[src/pafs_pkg.sv]
// constants, types and helpers for the port A pin-function select block
`default_nettype none
package pafs_pkg;

  // bus geometry
  localparam int ADDR_W     = 12;
  localparam int DATA_W     = 32;
  localparam int REG_W      = 16;
  localparam int FIELD_W    = 3;
  localparam int NUM_FIELDS = 18;  // pins 0..15, then pin 28, pin 29

  // register byte offsets
  localparam logic [ADDR_W-1:0] OFS_LOW1  = 12'h000;
  localparam logic [ADDR_W-1:0] OFS_LOW2  = 12'h004;
  localparam logic [ADDR_W-1:0] OFS_LOW3  = 12'h008;
  localparam logic [ADDR_W-1:0] OFS_LOW4  = 12'h00c;
  localparam logic [ADDR_W-1:0] OFS_HIGH3 = 12'h010;
  localparam logic [ADDR_W-1:0] OFS_HIGH4 = 12'h014;

  // writable bit masks, everything else is reserved and reads zero
  localparam logic [REG_W-1:0] WMASK_LOW   = 16'h7777;
  localparam logic [REG_W-1:0] WMASK_HIGH4 = 16'h0033;
  localparam logic [REG_W-1:0] WMASK_HIGH3 = 16'h0000;

  // values after reset
  localparam logic [REG_W-1:0] RST_ZERO         = 16'h0000;
  localparam logic [REG_W-1:0] RST_LOW4_EXT     = 16'h1000;
  localparam logic [REG_W-1:0] RST_LOW4_ROM_DIS = 16'h0111;
  localparam logic [REG_W-1:0] RST_LOW3_ROM_DIS = 16'h1100;

  // field positions
  localparam int FIELD_PITCH   = 4;
  localparam int HIGH4_P28_LSB = 0;
  localparam int HIGH4_P29_LSB = 4;
  localparam int PIN11_LSB     = 12;

  // codes
  localparam logic [FIELD_W-1:0] CODE_PORT  = 3'h0;
  localparam logic [FIELD_W-1:0] CODE_ALT1  = 3'h1;
  localparam logic [FIELD_W-1:0] CODE_ALT2  = 3'h2;
  localparam logic [FIELD_W-1:0] CODE_ALT3  = 3'h3;
  localparam logic [FIELD_W-1:0] CODE_ALT5  = 3'h5;
  localparam logic [FIELD_W-1:0] PIN11_LOCK = 3'h3;

  // legal codes per field, bit n set means code n is allowed; index = field
  localparam logic [NUM_FIELDS-1:0][7:0] PIN_LEGAL = {
    8'h0b, 8'h0b,                          // pin 29, pin 28
    8'h03, 8'h03, 8'h0b, 8'h0b,            // pins 15..12
    8'h0b, 8'h0b, 8'h2f, 8'h27,            // pins 11..8
    8'h07, 8'h07, 8'h2f, 8'h23,            // pins 7..4
    8'h23, 8'h2f, 8'h23, 8'h23};           // pins 3..0

  // codes that belong to the external bus side, dead in single-chip boot
  localparam logic [NUM_FIELDS-1:0][7:0] PIN_BUS = {
    8'h02, 8'h02,
    8'h02, 8'h02, 8'h02, 8'h02,
    8'h02, 8'h02, 8'h28, 8'h20,
    8'h04, 8'h04, 8'h20, 8'h20,
    8'h20, 8'h20, 8'h20, 8'h20};

  // boot strap encodings
  localparam logic [1:0] BOOT_SINGLE      = 2'h0;
  localparam logic [1:0] BOOT_EXT_ROM_EN  = 2'h1;
  localparam logic [1:0] BOOT_EXT_ROM_DIS = 2'h2;

  typedef enum logic [3:0] {
    ST_FILL1 = 4'h1,
    ST_FILL2 = 4'h2,
    ST_LOAD  = 4'h4,
    ST_RUN   = 4'h8
  } pafs_init_e;

  // byte-lane merge of a write into a 16-bit register
  function automatic logic [REG_W-1:0] reg_merge(input logic [REG_W-1:0] old_v,
                                                 input logic [REG_W-1:0] wdat,
                                                 input logic [1:0]       strb,
                                                 input logic [REG_W-1:0] wmask);
    logic [REG_W-1:0] lane;
    lane = {{8{strb[1]}}, {8{strb[0]}}} & wmask;
    return (old_v & ~lane) | (wdat & lane);
  endfunction : reg_merge

  // 3-bit field in a given slot of a low register
  function automatic logic [FIELD_W-1:0] slot_field(input logic [REG_W-1:0] r,
                                                    input logic [1:0]       slot);
    return r[slot*FIELD_PITCH +: FIELD_W];
  endfunction : slot_field

endpackage : pafs_pkg
`default_nettype wire

[src/pafs_sel_if.sv]
// carrier between a stored function field and its decoder
`timescale 1ns/10ps
`default_nettype none
interface pafs_sel_if;
  logic [2:0] code;
  logic [7:0] legal;
  logic [7:0] busmask;
  logic       single_chip;
  logic [2:0] eff;
  modport dec (input code, input legal, input busmask, input single_chip, output eff);
  modport ctl (output code, output legal, output busmask, output single_chip, input eff);
endinterface : pafs_sel_if
`default_nettype wire

[src/pafs_field_dec.sv]
// decodes one stored field into the function that really reaches the pin
`timescale 1ns/10ps
`default_nettype none
module pafs_field_dec
(
  pafs_sel_if.dec sel
);
  // prohibited codes and bus codes in single-chip boot fall back to port
  always_comb
  begin
    if (sel.legal[sel.code] && !(sel.single_chip && sel.busmask[sel.code]))
      sel.eff = sel.code;
    else
      sel.eff = 3'h0;
  end
endmodule : pafs_field_dec
`default_nettype wire

[src/pafs_strap.sv]
// strap synchroniser and post-reset load sequencer
`timescale 1ns/10ps
`default_nettype none
module pafs_strap
  import pafs_pkg::*;
(
  input  wire logic       ref_clk_i,
  input  wire logic       resetn_i,
  input  wire logic [1:0] boot_mode_i,
  output logic            init_load_o,
  output logic            init_done_o,
  output logic [1:0]      boot_mode_o
);
  logic [1:0] mode_s1_r;
  logic [1:0] mode_s2_r;
  pafs_init_e state_r;
  logic       load_r;
  logic       done_r;

  // two-flop synchroniser; the first stage feeds only the second
  always_ff @(posedge ref_clk_i or negedge resetn_i)
  begin
    if (!resetn_i)
    begin
      mode_s1_r <= 2'h0;
      mode_s2_r <= 2'h0;
    end
    else
    begin
      mode_s1_r <= boot_mode_i;
      mode_s2_r <= mode_s1_r;
    end
  end

  // wait for the synchroniser to fill, load once, then run
  always_ff @(posedge ref_clk_i or negedge resetn_i)
  begin
    if (!resetn_i)
      state_r <= ST_FILL1;
    else
      case (state_r)
        ST_FILL1: state_r <= ST_FILL2;
        ST_FILL2: state_r <= ST_LOAD;
        ST_LOAD:  state_r <= ST_RUN;
        ST_RUN:   state_r <= ST_RUN;
        default:  state_r <= ST_FILL1;
      endcase
  end

  // strap is caught once; later pin wiggles have no effect
  always_ff @(posedge ref_clk_i or negedge resetn_i)
  begin
    if (!resetn_i)
      boot_mode_o <= BOOT_SINGLE;
    else if (state_r == ST_LOAD)
      boot_mode_o <= mode_s2_r;
  end

  // preset pulse rises on the edge that catches the strap, so presets land one edge later and see the new mode
  always_ff @(posedge ref_clk_i or negedge resetn_i)
  begin
    if (!resetn_i)
    begin
      load_r <= 1'b0;
      done_r <= 1'b0;
    end
    else
    begin
      load_r <= (state_r == ST_LOAD);
      done_r <= done_r | ((state_r == ST_RUN) && !load_r);
    end
  end

  // ready one edge after the presets land, so a waiting read reloads fresh data
  assign init_load_o = load_r;
  assign init_done_o = done_r;
endmodule : pafs_strap
`default_nettype wire

[src/pafs_top.sv]
// port A pin-function select registers with APB slave and pin decoders
`timescale 1ns/10ps
`default_nettype none
module pafs_top
  import pafs_pkg::*;
(
  input  wire logic                                            ref_clk_i,
  input  wire logic                                            resetn_i,
  input  wire logic                                            psel_i,
  input  wire logic                                            penable_i,
  input  wire logic                                            pwrite_i,
  input  wire logic [pafs_pkg::ADDR_W-1:0]                     paddr_i,
  input  wire logic [pafs_pkg::DATA_W-1:0]                     pwdata_i,
  input  wire logic [3:0]                                      pstrb_i,
  output logic                                                 pready_o,
  output logic [pafs_pkg::DATA_W-1:0]                          prdata_o,
  output logic                                                 pslverr_o,
  input  wire logic [1:0]                                      boot_mode_i,
  output logic                                                 init_done_o,
  output logic [pafs_pkg::NUM_FIELDS-1:0][pafs_pkg::FIELD_W-1:0] pin_func_code_o,
  output logic [pafs_pkg::NUM_FIELDS-1:0]                      pin_is_port_o
);
  import pafs_pkg::*;

  logic [REG_W-1:0]                     porta_func_sel_low1_r;
  logic [REG_W-1:0]                     porta_func_sel_low2_r;
  logic [REG_W-1:0]                     porta_func_sel_low3_r;
  logic [REG_W-1:0]                     porta_func_sel_low4_r;
  logic [REG_W-1:0]                     porta_func_sel_high4_r;
  logic [REG_W-1:0]                     low3_nxt;
  logic                                 init_load;
  logic [1:0]                           boot_mode;
  logic                                 single_chip;
  logic                                 ext_boot;
  logic                                 rom_dis_boot;
  logic                                 setup_ph;
  logic                                 access_ph;
  logic                                 wr_en;
  logic                                 sel_low1;
  logic                                 sel_low2;
  logic                                 sel_low3;
  logic                                 sel_low4;
  logic                                 sel_high3;
  logic                                 sel_high4;
  logic                                 hit;
  logic [REG_W-1:0]                     rd_val;
  logic [REG_W-1:0]                     wdat16;
  logic [1:0]                           strb16;
  logic [NUM_FIELDS-1:0][FIELD_W-1:0]   fld_code;
  logic [NUM_FIELDS-1:0][FIELD_W-1:0]   eff_code;

  // boot strap capture and load timing
  pafs_strap u_strap
  (
    .ref_clk_i   (ref_clk_i),
    .resetn_i    (resetn_i),
    .boot_mode_i (boot_mode_i),
    .init_load_o (init_load),
    .init_done_o (init_done_o),
    .boot_mode_o (boot_mode)
  );

  // boot mode 3 is not defined, so it is treated like single-chip
  assign ext_boot     = (boot_mode == BOOT_EXT_ROM_EN) || (boot_mode == BOOT_EXT_ROM_DIS);
  assign rom_dis_boot = (boot_mode == BOOT_EXT_ROM_DIS);
  assign single_chip  = !ext_boot;

  // apb phases; no wait states once the boot load is done
  assign setup_ph  = psel_i && !penable_i;
  assign access_ph = psel_i && penable_i;
  assign pready_o  = init_done_o;
  assign wr_en     = access_ph && pwrite_i && pready_o;
  assign wdat16    = pwdata_i[REG_W-1:0];
  assign strb16    = pstrb_i[1:0];

  // address decode
  always_comb
  begin
    sel_low1  = 1'b0;
    sel_low2  = 1'b0;
    sel_low3  = 1'b0;
    sel_low4  = 1'b0;
    sel_high3 = 1'b0;
    sel_high4 = 1'b0;
    if (paddr_i == OFS_LOW1)
      sel_low1 = 1'b1;
    else if (paddr_i == OFS_LOW2)
      sel_low2 = 1'b1;
    else if (paddr_i == OFS_LOW3)
      sel_low3 = 1'b1;
    else if (paddr_i == OFS_LOW4)
      sel_low4 = 1'b1;
    else if (paddr_i == OFS_HIGH3)
      sel_high3 = 1'b1;
    else if (paddr_i == OFS_HIGH4)
      sel_high4 = 1'b1;
  end

  assign hit       = sel_low1 | sel_low2 | sel_low3 | sel_low4 | sel_high3 | sel_high4;
  assign pslverr_o = access_ph && !hit;

  // read mux; reserved bits never stored, so they read zero
  always_comb
  begin
    rd_val = RST_ZERO;
    if (sel_low1)
      rd_val = porta_func_sel_low1_r & WMASK_LOW;
    else if (sel_low2)
      rd_val = porta_func_sel_low2_r & WMASK_LOW;
    else if (sel_low3)
      rd_val = porta_func_sel_low3_r & WMASK_LOW;
    else if (sel_low4)
      rd_val = porta_func_sel_low4_r & WMASK_LOW;
    else if (sel_high4)
      rd_val = porta_func_sel_high4_r & WMASK_HIGH4;
    else if (sel_high3)
      rd_val = WMASK_HIGH3;  // pins 24..27 live outside this block
  end

  // read data loaded at setup and again on each waited access edge, so a read
  // that waits out the boot load returns the preset rather than a stale value
  always_ff @(posedge ref_clk_i or negedge resetn_i)
  begin
    if (!resetn_i)
      prdata_o <= 32'h0;
    else if (!pwrite_i && (setup_ph || (access_ph && !pready_o)))
      prdata_o <= {16'h0, rd_val};
  end

  // pins 3..0
  always_ff @(posedge ref_clk_i or negedge resetn_i)
  begin
    if (!resetn_i)
      porta_func_sel_low1_r <= RST_ZERO;
    else if (init_load)
      porta_func_sel_low1_r <= RST_ZERO;
    else if (wr_en && sel_low1)
      porta_func_sel_low1_r <= reg_merge(porta_func_sel_low1_r, wdat16, strb16, WMASK_LOW);
  end

  // pins 7..4
  always_ff @(posedge ref_clk_i or negedge resetn_i)
  begin
    if (!resetn_i)
      porta_func_sel_low2_r <= RST_ZERO;
    else if (init_load)
      porta_func_sel_low2_r <= RST_ZERO;
    else if (wr_en && sel_low2)
      porta_func_sel_low2_r <= reg_merge(porta_func_sel_low2_r, wdat16, strb16, WMASK_LOW);
  end

  // pins 11..8; the output-disable 5 choice is sticky until reset
  always_comb
  begin
    low3_nxt = reg_merge(porta_func_sel_low3_r, wdat16, strb16, WMASK_LOW);
    if (porta_func_sel_low3_r[PIN11_LSB +: FIELD_W] == PIN11_LOCK)
      low3_nxt[PIN11_LSB +: FIELD_W] = PIN11_LOCK;
  end

  always_ff @(posedge ref_clk_i or negedge resetn_i)
  begin
    if (!resetn_i)
      porta_func_sel_low3_r <= RST_ZERO;
    else if (init_load)
      porta_func_sel_low3_r <= rom_dis_boot ? RST_LOW3_ROM_DIS : RST_ZERO;
    else if (wr_en && sel_low3)
      porta_func_sel_low3_r <= low3_nxt;
  end

  // pins 15..12; lsb preset from the boot strap once the sync has settled
  always_ff @(posedge ref_clk_i or negedge resetn_i)
  begin
    if (!resetn_i)
      porta_func_sel_low4_r <= RST_ZERO;
    else if (init_load)
      porta_func_sel_low4_r <= (ext_boot ? RST_LOW4_EXT : RST_ZERO)
                             | (rom_dis_boot ? RST_LOW4_ROM_DIS : RST_ZERO);
    else if (wr_en && sel_low4)
      porta_func_sel_low4_r <= reg_merge(porta_func_sel_low4_r, wdat16, strb16, WMASK_LOW);
  end

  // pins 29 and 28
  always_ff @(posedge ref_clk_i or negedge resetn_i)
  begin
    if (!resetn_i)
      porta_func_sel_high4_r <= RST_ZERO;
    else if (init_load)
      porta_func_sel_high4_r <= RST_ZERO;
    else if (wr_en && sel_high4)
      porta_func_sel_high4_r <= reg_merge(porta_func_sel_high4_r, wdat16, strb16, WMASK_HIGH4);
  end

  // gather stored fields; 2-bit high fields zero-extend onto the same codes
  always_comb
  begin
    for (int s = 0; s < 4; s++)
    begin
      fld_code[s]      = slot_field(porta_func_sel_low1_r, 2'(s));
      fld_code[s + 4]  = slot_field(porta_func_sel_low2_r, 2'(s));
      fld_code[s + 8]  = slot_field(porta_func_sel_low3_r, 2'(s));
      fld_code[s + 12] = slot_field(porta_func_sel_low4_r, 2'(s));
    end
    fld_code[16] = {1'b0, porta_func_sel_high4_r[HIGH4_P28_LSB +: 2]};
    fld_code[17] = {1'b0, porta_func_sel_high4_r[HIGH4_P29_LSB +: 2]};
  end

  // one decoder per field, legal-code tables live in the package
  for (genvar g = 0; g < NUM_FIELDS; g++)
  begin : g_dec
    pafs_sel_if sel_if ();
    assign sel_if.code        = fld_code[g];
    assign sel_if.legal       = PIN_LEGAL[g];
    assign sel_if.busmask     = PIN_BUS[g];
    assign sel_if.single_chip = single_chip;
    assign eff_code[g]        = sel_if.eff;
    pafs_field_dec u_dec
    (
      .sel (sel_if.dec)
    );
  end

  // registered pin routing so the pad muxes see glitch-free selects
  always_ff @(posedge ref_clk_i or negedge resetn_i)
  begin
    if (!resetn_i)
    begin
      pin_func_code_o <= '0;
      pin_is_port_o   <= '1;
    end
    else
    begin
      pin_func_code_o <= eff_code;
      for (int p = 0; p < NUM_FIELDS; p++)
        pin_is_port_o[p] <= (eff_code[p] == CODE_PORT);
    end
  end
endmodule : pafs_top
`default_nettype wire

[config.mk]
export PLATFORM = sky130hd
export DESIGN_NAME = pafs_top
export DESIGN_NICKNAME = d
export VERILOG_FILES = /design/src/pafs_pkg.sv /design/src/pafs_sel_if.sv /design/src/pafs_field_dec.sv /design/src/pafs_strap.sv /design/src/pafs_top.sv
export SDC_FILE = /design/constraint.sdc
export NUM_CORES = 1
export LEC_CHECK = 0
export BUFFER_PORTS_ARGS = -buffer_cell sky130_fd_sc_hd__buf_4
export CORE_MARGIN = 4
export CORE_UTILIZATION = 47
export CTS_CLUSTER_SIZE = 28
export DETAILED_ROUTE_END_ITERATION = 8
export PLACE_DENSITY = 0.75
export SYNTH_ARGS = -nofsm -noshare
export SYNTH_HDL_FRONTEND = slang
export SYNTH_SLANG_ARGS = --single-unit
[constraint.sdc]
create_clock -name ref_clk_i -period 1.8 [get_ports ref_clk_i]
set_clock_uncertainty 0.15 [all_clocks]
set_input_delay 0.36 -clock ref_clk_i [delete_from_list [all_inputs] [get_ports ref_clk_i]]
set_output_delay 0.36 -clock ref_clk_i [all_outputs]
set_load 0.01 [all_outputs]
# Word-level counts from Yosys, hierarchy flattened
# Memory sizes are Yosys's and may differ from the RTL's.
# Index checks and enable logic that the tools add are counted.
# op_classes
magnitude_cmp	18
n_eq_ne	12
mux	99
bitwise_logic	21
reduce_logical	100
# op_table
operator	n
2-to-1 mux 16 bit	10
AND 16 bit	5
bitwise OR 16 bit	5
< comparator 3 x 4 -> 1 bit (second input constant)	16
2-to-1 mux 15 bit	4
2-to-1 mux 1 bit	57
zero test 3 bit	18
2-to-1 mux 3 bit	17
logical AND 1 bit	49
2-to-1 mux 13 bit	2
== test 12 x 4 -> 1 bit (second input constant)	2
== test 12 x 5 -> 1 bit (second input constant)	2
zero test 1 bit	24
AND 16 x 15 -> 16 bit	1
AND 16 x 6 -> 16 bit	1
NOT 15 -> 16 bit	1
NOT 6 -> 16 bit	1
bitwise OR 13 x 9 -> 13 bit	1
== test 12 x 3 -> 1 bit (second input constant)	1
zero test 12 bit	1
one-hot mux 4 bit (3 select lines)	1
nonzero test 2 bit	5
2-to-1 mux 9 bit	1
binary-select mux 1 bit (select 2 bit)	4
13 further kinds	21
# word_totals
regBits	180
mem_bits_ro	256
inputBits	55
out_inout_bits	107
memories	32
# memory_table
memory	words	width	rd	rd_clocked_by_memory_dff	write_ports	line_no	rtl
(name not given)	8	1	1	0	0	pafs_field_dec.sv:11	if (sel.legal[sel.code] && !(sel.single_chip && sel.busmask[sel.code]))
(name not given)	8	1	1	0	0	pafs_field_dec.sv:11	
(name not given)	8	1	1	0	0	pafs_field_dec.sv:11	
(name not given)	8	1	1	0	0	pafs_field_dec.sv:11	
(name not given)	8	1	1	0	0	pafs_field_dec.sv:11	
(name not given)	8	1	1	0	0	pafs_field_dec.sv:11	
26 more memories	-	-	-	-	-	-	

# Longest topological paths before layout
# Gate-level depths: netlist of run 1.
# logic_depth
depth_word	12
ltp_mapped	7

# Cells and area by module
# Synthesis of run 1 repeated with hierarchy kept, for this count alone.
# hier_totals
cells_unflattened	902
hier_area_um2	8911.0
# by_module_without_submodules
mod	instances	cells_each	area_per_inst_um2
pafs_top	1	482	5430.2
pafs_field_dec	18	22	170.2
pafs_strap	1	24	417.9

# Worst setup path before layout of run 1
# No wires, ideal clock.
# synth_path
kind	in2reg
startpoint	input paddr_i[4] (netlist bit)
endpoint	register porta_func_sel_low1_r[14]
setup_time_ns	0.129
arrival_ns	1.743
required_time_ns	1.521
setup_slack_ns	-0.221
stages	6
n_path_buf	1
path_cell_list	buf_6 > nor4_4 > nand3_4 > nor4_4 > mux2i_1 > nor2_1
# synth_between
elab_chain_len	4
# synth_rtl
item	line_no	rtl
start: declaration	pafs_top.sv:12	input wire logic [pafs_pkg::ADDR_W-1:0] paddr_i,
zero test 12 bit	pafs_top.sv:85	if (paddr_i == OFS_LOW1)
2-to-1 mux 1 bit	pafs_top.sv:85	
logical AND 1 bit	pafs_top.sv:137	else if (wr_en && sel_low1)
nonzero test 2 bit (no line)	-	
end signal: assignment	pafs_top.sv:138	porta_func_sel_low1_r <= reg_merge(porta_func_sel_low1_r, wdat16, strb16, WMASK_LOW);
end: declaration	pafs_top.sv:25	logic [REG_W-1:0] porta_func_sel_low1_r;
# No other way between the ends.
# A chain may end at the register's enable or synchronous reset.

# Worst setup path in the final report of run 1
# layout_path
startpoint	input paddr_i[9] (netlist bit)
endpoint	output pslverr_o
# layout_between
elab_chain_len	10
# layout_rtl
item	line_no	rtl
== test 12 x 3 -> 1 bit (tied with other cells)	pafs_top.sv:87	else if (paddr_i == OFS_LOW2)
2-to-1 mux 1 bit, on equally long branches (2 in series)	-	
bitwise OR 1 bit (tied with other cells) (3 in series)	pafs_top.sv:99	assign hit = sel_low1 | sel_low2 | sel_low3 | sel_low4 | sel_high3 | sel_high4;
bitwise OR 1 bit or 2-to-1 mux 1 bit (tied branches)	pafs_top.sv:99, pafs_top.sv:85	
bitwise OR 1 bit (*)	pafs_top.sv:99	
zero test 1 bit (*)	pafs_top.sv:100	assign pslverr_o = access_ph && !hit;
logical AND 1 bit (*)	pafs_top.sv:100	
end: declaration	pafs_top.sv:17	output logic pslverr_o,
# Mark *: on every way between the ends. The rest lies on a longest branch, timed or not.

==> results by group, run 1 <==
Floorplanning
  – Ports: 162
  – DIE WIDTH: 121 µm
  – DIE HEIGHT: 121 µm
  – Core region area: 12600 µm²
  – Initial Util: 47.9%
  – Cell row count: 41
  – Die area: 14700 µm²

Min path
  – Hold crit path type: primary input to register

STA
  – Setup ws final: -0.101 ns
  – RSZ-0062 raised after global routing: true
  – Setup TNS: -0.101 ns
  – Final Hold Violating Endpoints: 0
  – Max Fclk: 0.526 GHz
  – Setup violations, final: 1
  – Final Max Slew Viols: 0
  – Post-route clock period utilization: 106%
  – Tmin final: 1.90 ns

CTS
  – H-tree depth: 4
  – CTS tree: yes
  – Clk buf depth: 2
  – CTS root buffer: clkbuf_16
  – Clock latency on the worst-skew pair: 0.42 ns
  – Clk sink count: 146
  – CTS Buf Count: 17
  – Worst-path clk slew: 0.06 ns

Cells and area
  – Area growth syn-to-layout: 33.9%
  – Ant. Diodes: 0
  – Final cell count without fillers: 841
  – Nets: 712
  – Layout cells sized above 1: 36.5%
  – Core Util, Final: 64.1%

Worst setup path
  – CP most frequent cell: buf_6
  – Critical Path RT: 1.29 ns
  – Max FO, Critical Path: 2
  – Crit path launch type: primary input
  – CP Data Arrival Time: 1.39 ns
  – Endpoint class of the critical path: output pin
  – Crit path cell chain: buf_6 -> nor4_4 -> nand3_2 -> a21o_2 -> and3_4 -> buf_6
  – Crit path kind: primary input to output pin
  – Slowest stage delay, CP: 0.32 ns
  – Crit-path leading delay family: simple AND/OR/NAND/NOR gates
  – CP bufs+invs: 2
  – Critical path's slowest cell: nor4_4

GRT
  – First-pass GRT wire length: 22.7 mm
  – Largest net degree at the start of global routing: 50
  – Vias in the first global route: 4360
  – Total GRT Usage: 20.3%
  – Antenna violations before repair: 0
  – GRT Residual Overflow: 0

Run
  – Max_cap viols: 0

Yosys
  – Yosys reg bits: 146
  – Top-count cell post-synth: dfrtp_1
  – Synth async-reset ratio: 100%
  – Leading area contributor after synthesis: dfrtp_1
  – Seq/Total Area, Yosys: 60.9%
  – Synth Flop Type: dfrtp_1
  – Synth unique cells: 49
  – Cells after Synth: 484
  – Syn avg cell area: 12.5 µm²
  – Combined area of all synthesized cells: 6040 µm²
  – Yosys warns: 0
  – Synth cell count leaders: dfrtp_1 (127), nor2_1 (54), mux2i_1 (49)
  – Number of synthesized flops with an enable pin: 0
  – Area contributors post-synth: dfrtp_1 (53%), dfstp_2 (8.3%), mux2i_1 (8.1%), mux4_2 (3.7%), nor2_1 (3.4%)
  – Share of the synthesized area in the top cell type: 52.6%

Power
  – Sw Pwr: 0.00158 W
  – Sequential power share: 45.2%
  – Combinational share of power: 6.2%
  – Pwr dens: 920 nW/µm²
  – Clock power share: 48.6%
  – Leak pwr: 3.93 nW
  – Switching share of total power: 21.2%
  – Peak supply drop: 0.499 mV
  – Pint: 0.00586 W

Detailed routing
  – DR iter-0 viols: 384
  – Drt via density: 5.06
  – WL/cell: 16.9 µm
  – # DRC: 0
  – DR vias: 4253
  – Routed Antenna Nets: 0
  – DRT Pass-1 Iters: 4
  – WL final: 14.2 mm

Place
  – IO buf count: 117
  – Detailed Place HPWL: 10.2 mm
  – Placed insts: 804
  – GPL Wtd Cong: 0.886

Run status
  – Failing checks: setup timing
  – Status: complete, but fails checks
-- power groups by stage --
| stage | Sequential, W | Clock (W) | Combinational, W |
|---|---|---|---|
| 2_1_floorplan | 0.00344 | 0 | 0.000183 |
| 3_3_place_gp | 0.00342 | 0 | 0.000436 |
| 3_5_place_dp | 0.00342 | 0 | 0.000444 |
| 4_1_cts | 0.00336 | 0.00367 | 0.000459 |
| 5_1_grt | 0.00337 | 0.00383 | 0.000502 |
| 6_report | 0.00336 | 0.00361 | 0.000459 |
-- registers in the layout (all words and copies together), names as in the netlist, named ones only --
name,cells
pin_func_code_o,52
u_strap.mode_s1_r,2
u_strap.init_load_o,1
porta_func_sel_low2_r,12
porta_func_sel_low3_r,11
u_strap.init_done_o,1
porta_func_sel_high4_r,4
pin_is_port_o,18
u_strap.boot_mode_o,2
porta_func_sel_low1_r,12
prdata_o,12
porta_func_sel_low4_r,8
u_strap.mode_s2_r,2
u_strap.state_r,4
-- timing repair --
| action | in CTS | in global routing |
|---|---|---|
| hold buffers | 3 | 0 |
| pin swaps | 3 | 5 |
| endpoints found under the setup margin | 1 | 17 |
| setup buffers | 2 | 1 |
| hold endpoints to repair | 35 | 0 |
| gates resized for setup | 7 | 8 |
-- worst register-to-register path: stages, from the launching register on --
cell     delay (ns)
dfrtp_2        0.43
nand3_1        0.10
buf_4          0.17
nor4_4         0.29
buf_6          0.19
mux2i_2        0.23
nor2_1         0.06
-- cell type report --
type	count	area, µm²
fillers	967	4530
clock inverters	8	125
repair buffers	160	1330
well taps	172	215
flip-flops and latches	146	3680
inverters	19	71.3
multi-input cells	312	2180
clock buffers	24	492
-- cells in the final DEF (no fill, tap or decap), types with 2 or more instances in the layout --
cell type / count
nor3b_1: 4
clkbuf_16: 17
and3b_1: 3
clkinv_2: 2
clkbuf_8: 4
a211oi_1: 2
buf_6: 6
and3_1: 4
nor4_4: 5
mux2i_1: 48
dfstp_2: 19
clkinv_4: 2
nor2_1: 54
clkbuf_1: 3
buf_12: 7
inv_1: 19
nor4b_1: 5
nor3_4: 4
o22ai_1: 2
a31oi_1: 3
conb_1: 36
dfrtp_1: 126
a21oi_1: 12
and2b_2: 2
nor3_1: 4
nand3b_1: 8
o21ai_0: 22
nand2_1: 38
bufinv_16: 3
nand2b_1: 4
nor2b_1: 5
nand3_1: 6
nor4bb_1: 4
and2_1: 3
buf_4: 143
mux4_2: 10
dlygate4sd3_1: 3
-- final timing paths --
path | startpoint | end | slack (ns) | cells past startpoint
max | paddr_i[9] | pslverr_o | -0.10 | 6
min | pwdata_i[10] | porta_func_sel_low3_r[10] | 0.07 | 3
max in group asynchronous | resetn_i | pin_is_port_o[3] | 0.59 | 3
max reg2reg | u_strap.init_done_o | porta_func_sel_low1_r[14] | 0.06 | 6
min in group asynchronous | resetn_i | pin_func_code_o[1] | 0.26 | 2
min reg2reg | u_strap.mode_s1_r[1] | u_strap.mode_s2_r[1] | 0.20 | 0
-- cells by family after synthesis --
group | synth area share, %
xor gates and xnor gates | 0.145
buffers and inverters | 5.82
other | 0.0621
DFF | 60.9
adders and majority gates | 0.207
AOI/OAI and AO/OA | 4.21
and+or+nand+nor | 16.6
muxes | 12.0
-- routing by layer --
metal | wire length, µm | global-route usage [%] | vias to the layer above
met5 | 0 | 0 | -
met4 | 304 | 9.10 | 0
met3 | 925 | 4.38 | 22
met2 | 7320 | 33.0 | 140
met1 | 5670 | 26.2 | 2139
li1 | - | - | 1952
-- stage by stage --
stage               worst slack, ns  cell area, µm²  hold slack (ns)  power (W)
finish                       -0.101            8090           0.0725    0.00744
global placement             -0.397            7370            0.118    0.00385
global route                 -0.129            8090           0.0770    0.00769
floorplan                    -0.172            6180          -0.0856    0.00362
CTS                          -0.111            8060           0.0572    0.00749
detailed placement           -0.417            7370            0.131    0.00386
Note: power is estimated with default switching activity, not from simulation.
==> inputs of run 2 (changes only) <==
Settings changed: CORE_ASPECT_RATIO from default to 1.1, CORE_UTILIZATION 47 to 52, PLACE_DENSITY 0.75 to 0.79.
Clock period 1.8 ns to 2.3 ns, I/O delays scaled along.
==> run 2 against run 1 <==
Non-clock buffer count decreased by 16. Combinational power decreased by 28%. Final cell count decreased by 4.5%. Largest cell class unchanged. Count of clock-buffer cells in the layout decreased by 5. Clock power decreased by 30%. The flow now finishes without violations. Total power decreased by 26%. Via count decreased by 0.71%. First-iteration DRC count decreased by 26%. Critical endpoint unchanged. Worst setup slack improved by 0.23 ns.
==> results by group, run 2 (synthesis results as in run 1) <==
Worst setup path
  – Critical Path RT: 1.69 ns (+0.40 ns)
  – Flop2flop setup slack: 0.44 ns (+0.38 ns)
  – Endpoint class of the critical path: output pin
  – Reg-to-Reg Start: u_strap.init_done_o
  – Worst setup path start: paddr_i[9]
  – Max FO, Critical Path: 2 (unchanged)
  – CP Data Arrival Time: 1.56 ns (+0.17 ns)
  – Crit path kind: primary input to output pin
  – Crit path launch type: primary input

STA
  – Tmin final: 2.17 ns
  – Final Hold Violating Endpoints: 0 (unchanged)
  – Final Max Slew Viols: 0 (unchanged)
  – Slew @ Worst Pin: 0.699 ns
  – Max Fclk: 0.461 GHz
  – Post-route clock period utilization: 94.4%
  – Setup violations, final: 0 (-1)
  – Setup TNS: 0 ns (+0.101 ns)
  – RSZ-0062 raised after global routing: false
  – Max-slew headroom at the worst pin: 52.7%

Min path
  – Hold crit path type: primary input to register
  – Worst min-delay path startpoint: pwdata_i[13]

Cells and area
  – Ant. Diodes: 0 (unchanged)
  – Layout cells sized above 1: 33.8% (-2.6 points)
  – Final cell count without fillers: 803 (-4.5%)
  – Largest Register: pin_func_code_o
  – Max reg flops: 52 (unchanged)
  – Commonest cells after routing, fill and taps aside: buf_4 (136), dfrtp_1 (127), nor2_1 (54), mux2i_1 (49), nand2_1 (39)
  – Area growth syn-to-layout: 28.6%
  – Biggest regs: pin_func_code_o (52), pin_is_port_o (18)
  – Commonest non-fill, non-tap cell in the layout: buf_4
  – Nets: 696 (-2.2%)

GRT
  – Largest net degree at the start of global routing: 54 (+8.0%)
  – GRT Residual Overflow: 0 (unchanged)
  – Total GRT Usage: 21.3% (+1.0 points)
  – First-pass GRT wire length: 22.3 mm (-1.5%)
  – Antenna violations before repair: 0 (unchanged)
  – Vias in the first global route: 4525 (+3.8%)

Floorplanning
  – DIE WIDTH: 111 µm (-8.7%)
  – Ports: 162 (unchanged)
  – DIE HEIGHT: 121 µm (-0.27%)
  – Core region area: 11400 µm² (-9.3%)
  – Cell row count: 41 (unchanged)
  – Die area: 13400 µm² (-9.0%)
  – Initial Util: 52.8% (+4.9 points)

Run status
  – Status: complete, no violations

CTS
  – H-tree depth: 4 (unchanged)
  – Post-cts resize count: 0 (-7)
  – Worst-path clk slew: 0.06 ns (about the same)
  – Clock latency on the worst-skew pair: 0.41 ns (about the same)
  – CTS root buffer: clkbuf_16
  – Clk sink count: 146 (unchanged)
  – CTS tree: yes
  – CTS Buf Count: 17 (unchanged)
  – Clk buf depth: 2 (unchanged)

Power
  – Peak supply drop: 0.461 mV (-7.6%)
  – Pwr dens: 706 nW/µm² (-23%)
  – Leak pwr: 3.78 nW (-3.7%)

Detailed routing
  – Routed Antenna Nets: 0 (unchanged)
  – Drt via density: 5.26 (+4.0%)
  – # DRC: 0 (unchanged)
  – WL final: 13.6 mm (-4.1%)
  – DR vias: 4223 (-0.71%)
  – WL/cell: 17.0 µm (+0.45%)
  – DR iter-0 viols: 284 (-26%)
  – DRT Pass-1 Iters: 5 (+1)

Place
  – Detailed Place HPWL: 9.80 mm (-3.8%)
  – GPL Wtd Cong: 0.865 (-2.4%)
  – IO buf count: 117 (unchanged)
  – Placed insts: 768 (-4.5%)

Run
  – Max_cap viols: 0 (unchanged)
## run 2: cell types whose count changed in the layout (fill, tap and decap cells not counted), moves of 2 or more
| cell | before | now |
|---|---|---|
| buf_12 | 7 | 4 |
| buf_4 | 143 | 136 |
| buf_6 | 6 | 1 |
| bufinv_16 | 3 | 1 |
| clkbuf_8 | 4 | 0 |
| clkinv_2 | 2 | 4 |
| clkinvlp_4 | 1 | 5 |
## run 2: final timing paths
check                                             to  cells past startpoint
setup / recovery                           pslverr_o                      6
hold / removal             porta_func_sel_low4_r[13]                      3
setup reg to reg                            register                      5
hold reg to reg                 u_strap.mode_s2_r[1]                      0
max in group asynchronous          pin_is_port_o[12]                      3
min in group asynchronous         pin_func_code_o[3]                      2
## run 2: power by group
part / switching, W / internal, W
combinational: 0.000203 / 0.000128
sequential: 0.0000177 / 0.00262
clock: 0.00104 / 0.00148
total: 0.00126 / 0.00423
## run 2: stage by stage
step / hold WS [ns] / power, W / setup WS [ns] / utilization [%] / area, µm²
final: 0.195 / 0.00549 / 0.129 / 67.9 / 7770
after global routing: 0.190 / 0.00569 / 0.0764 / 67.9 / 7770
after CTS: 0.181 / 0.00554 / 0.150 / 67.9 / 7770
after detailed placement: 0.185 / 0.00300 / 0.0386 / 62.9 / 7190
after global placement: 0.186 / 0.00299 / 0.109 / 62.9 / 7190
after floorplan: 0.0144 / 0.00283 / 0.179 / - / 6170
## run 2: metal layers
| metal | vias to the layer above | track usage (%) | wire length (µm) |
|---|---|---|---|
| met5 | - | 0 | 0 |
| met2 | 196 | 35.5 | 6900 |
| met1 | 2078 | 25.5 | 5250 |
| li1 | 1916 | - | - |
| met4 | 0 | 9.16 | 384 |
| met3 | 33 | 7.08 | 1100 |
## run 2: layout make-up
cell class | count | area (µm²)
tap | 150 | 188
sequential | 146 | 3680
timing repair buffer | 144 | 1140
multi-input combinational | 312 | 2140
fill | 824 | 3670
clock buffer | 19 | 433
clock inverter | 13 | 114
inverter | 19 | 71.3
## run 2: critical path, stage by stage
cell,delay (ns)
buf_4,0.12
nor4_4,0.28
nand3_1,0.16
a21o_2,0.22
and3_1,0.18
buf_4,0.14
## run 2: what timing repair did
item,CTS,global route
setup endpoints to repair,0,0
hold buffers,3,0
endpoints found under the hold margin,42,0
buffers inserted,0,0
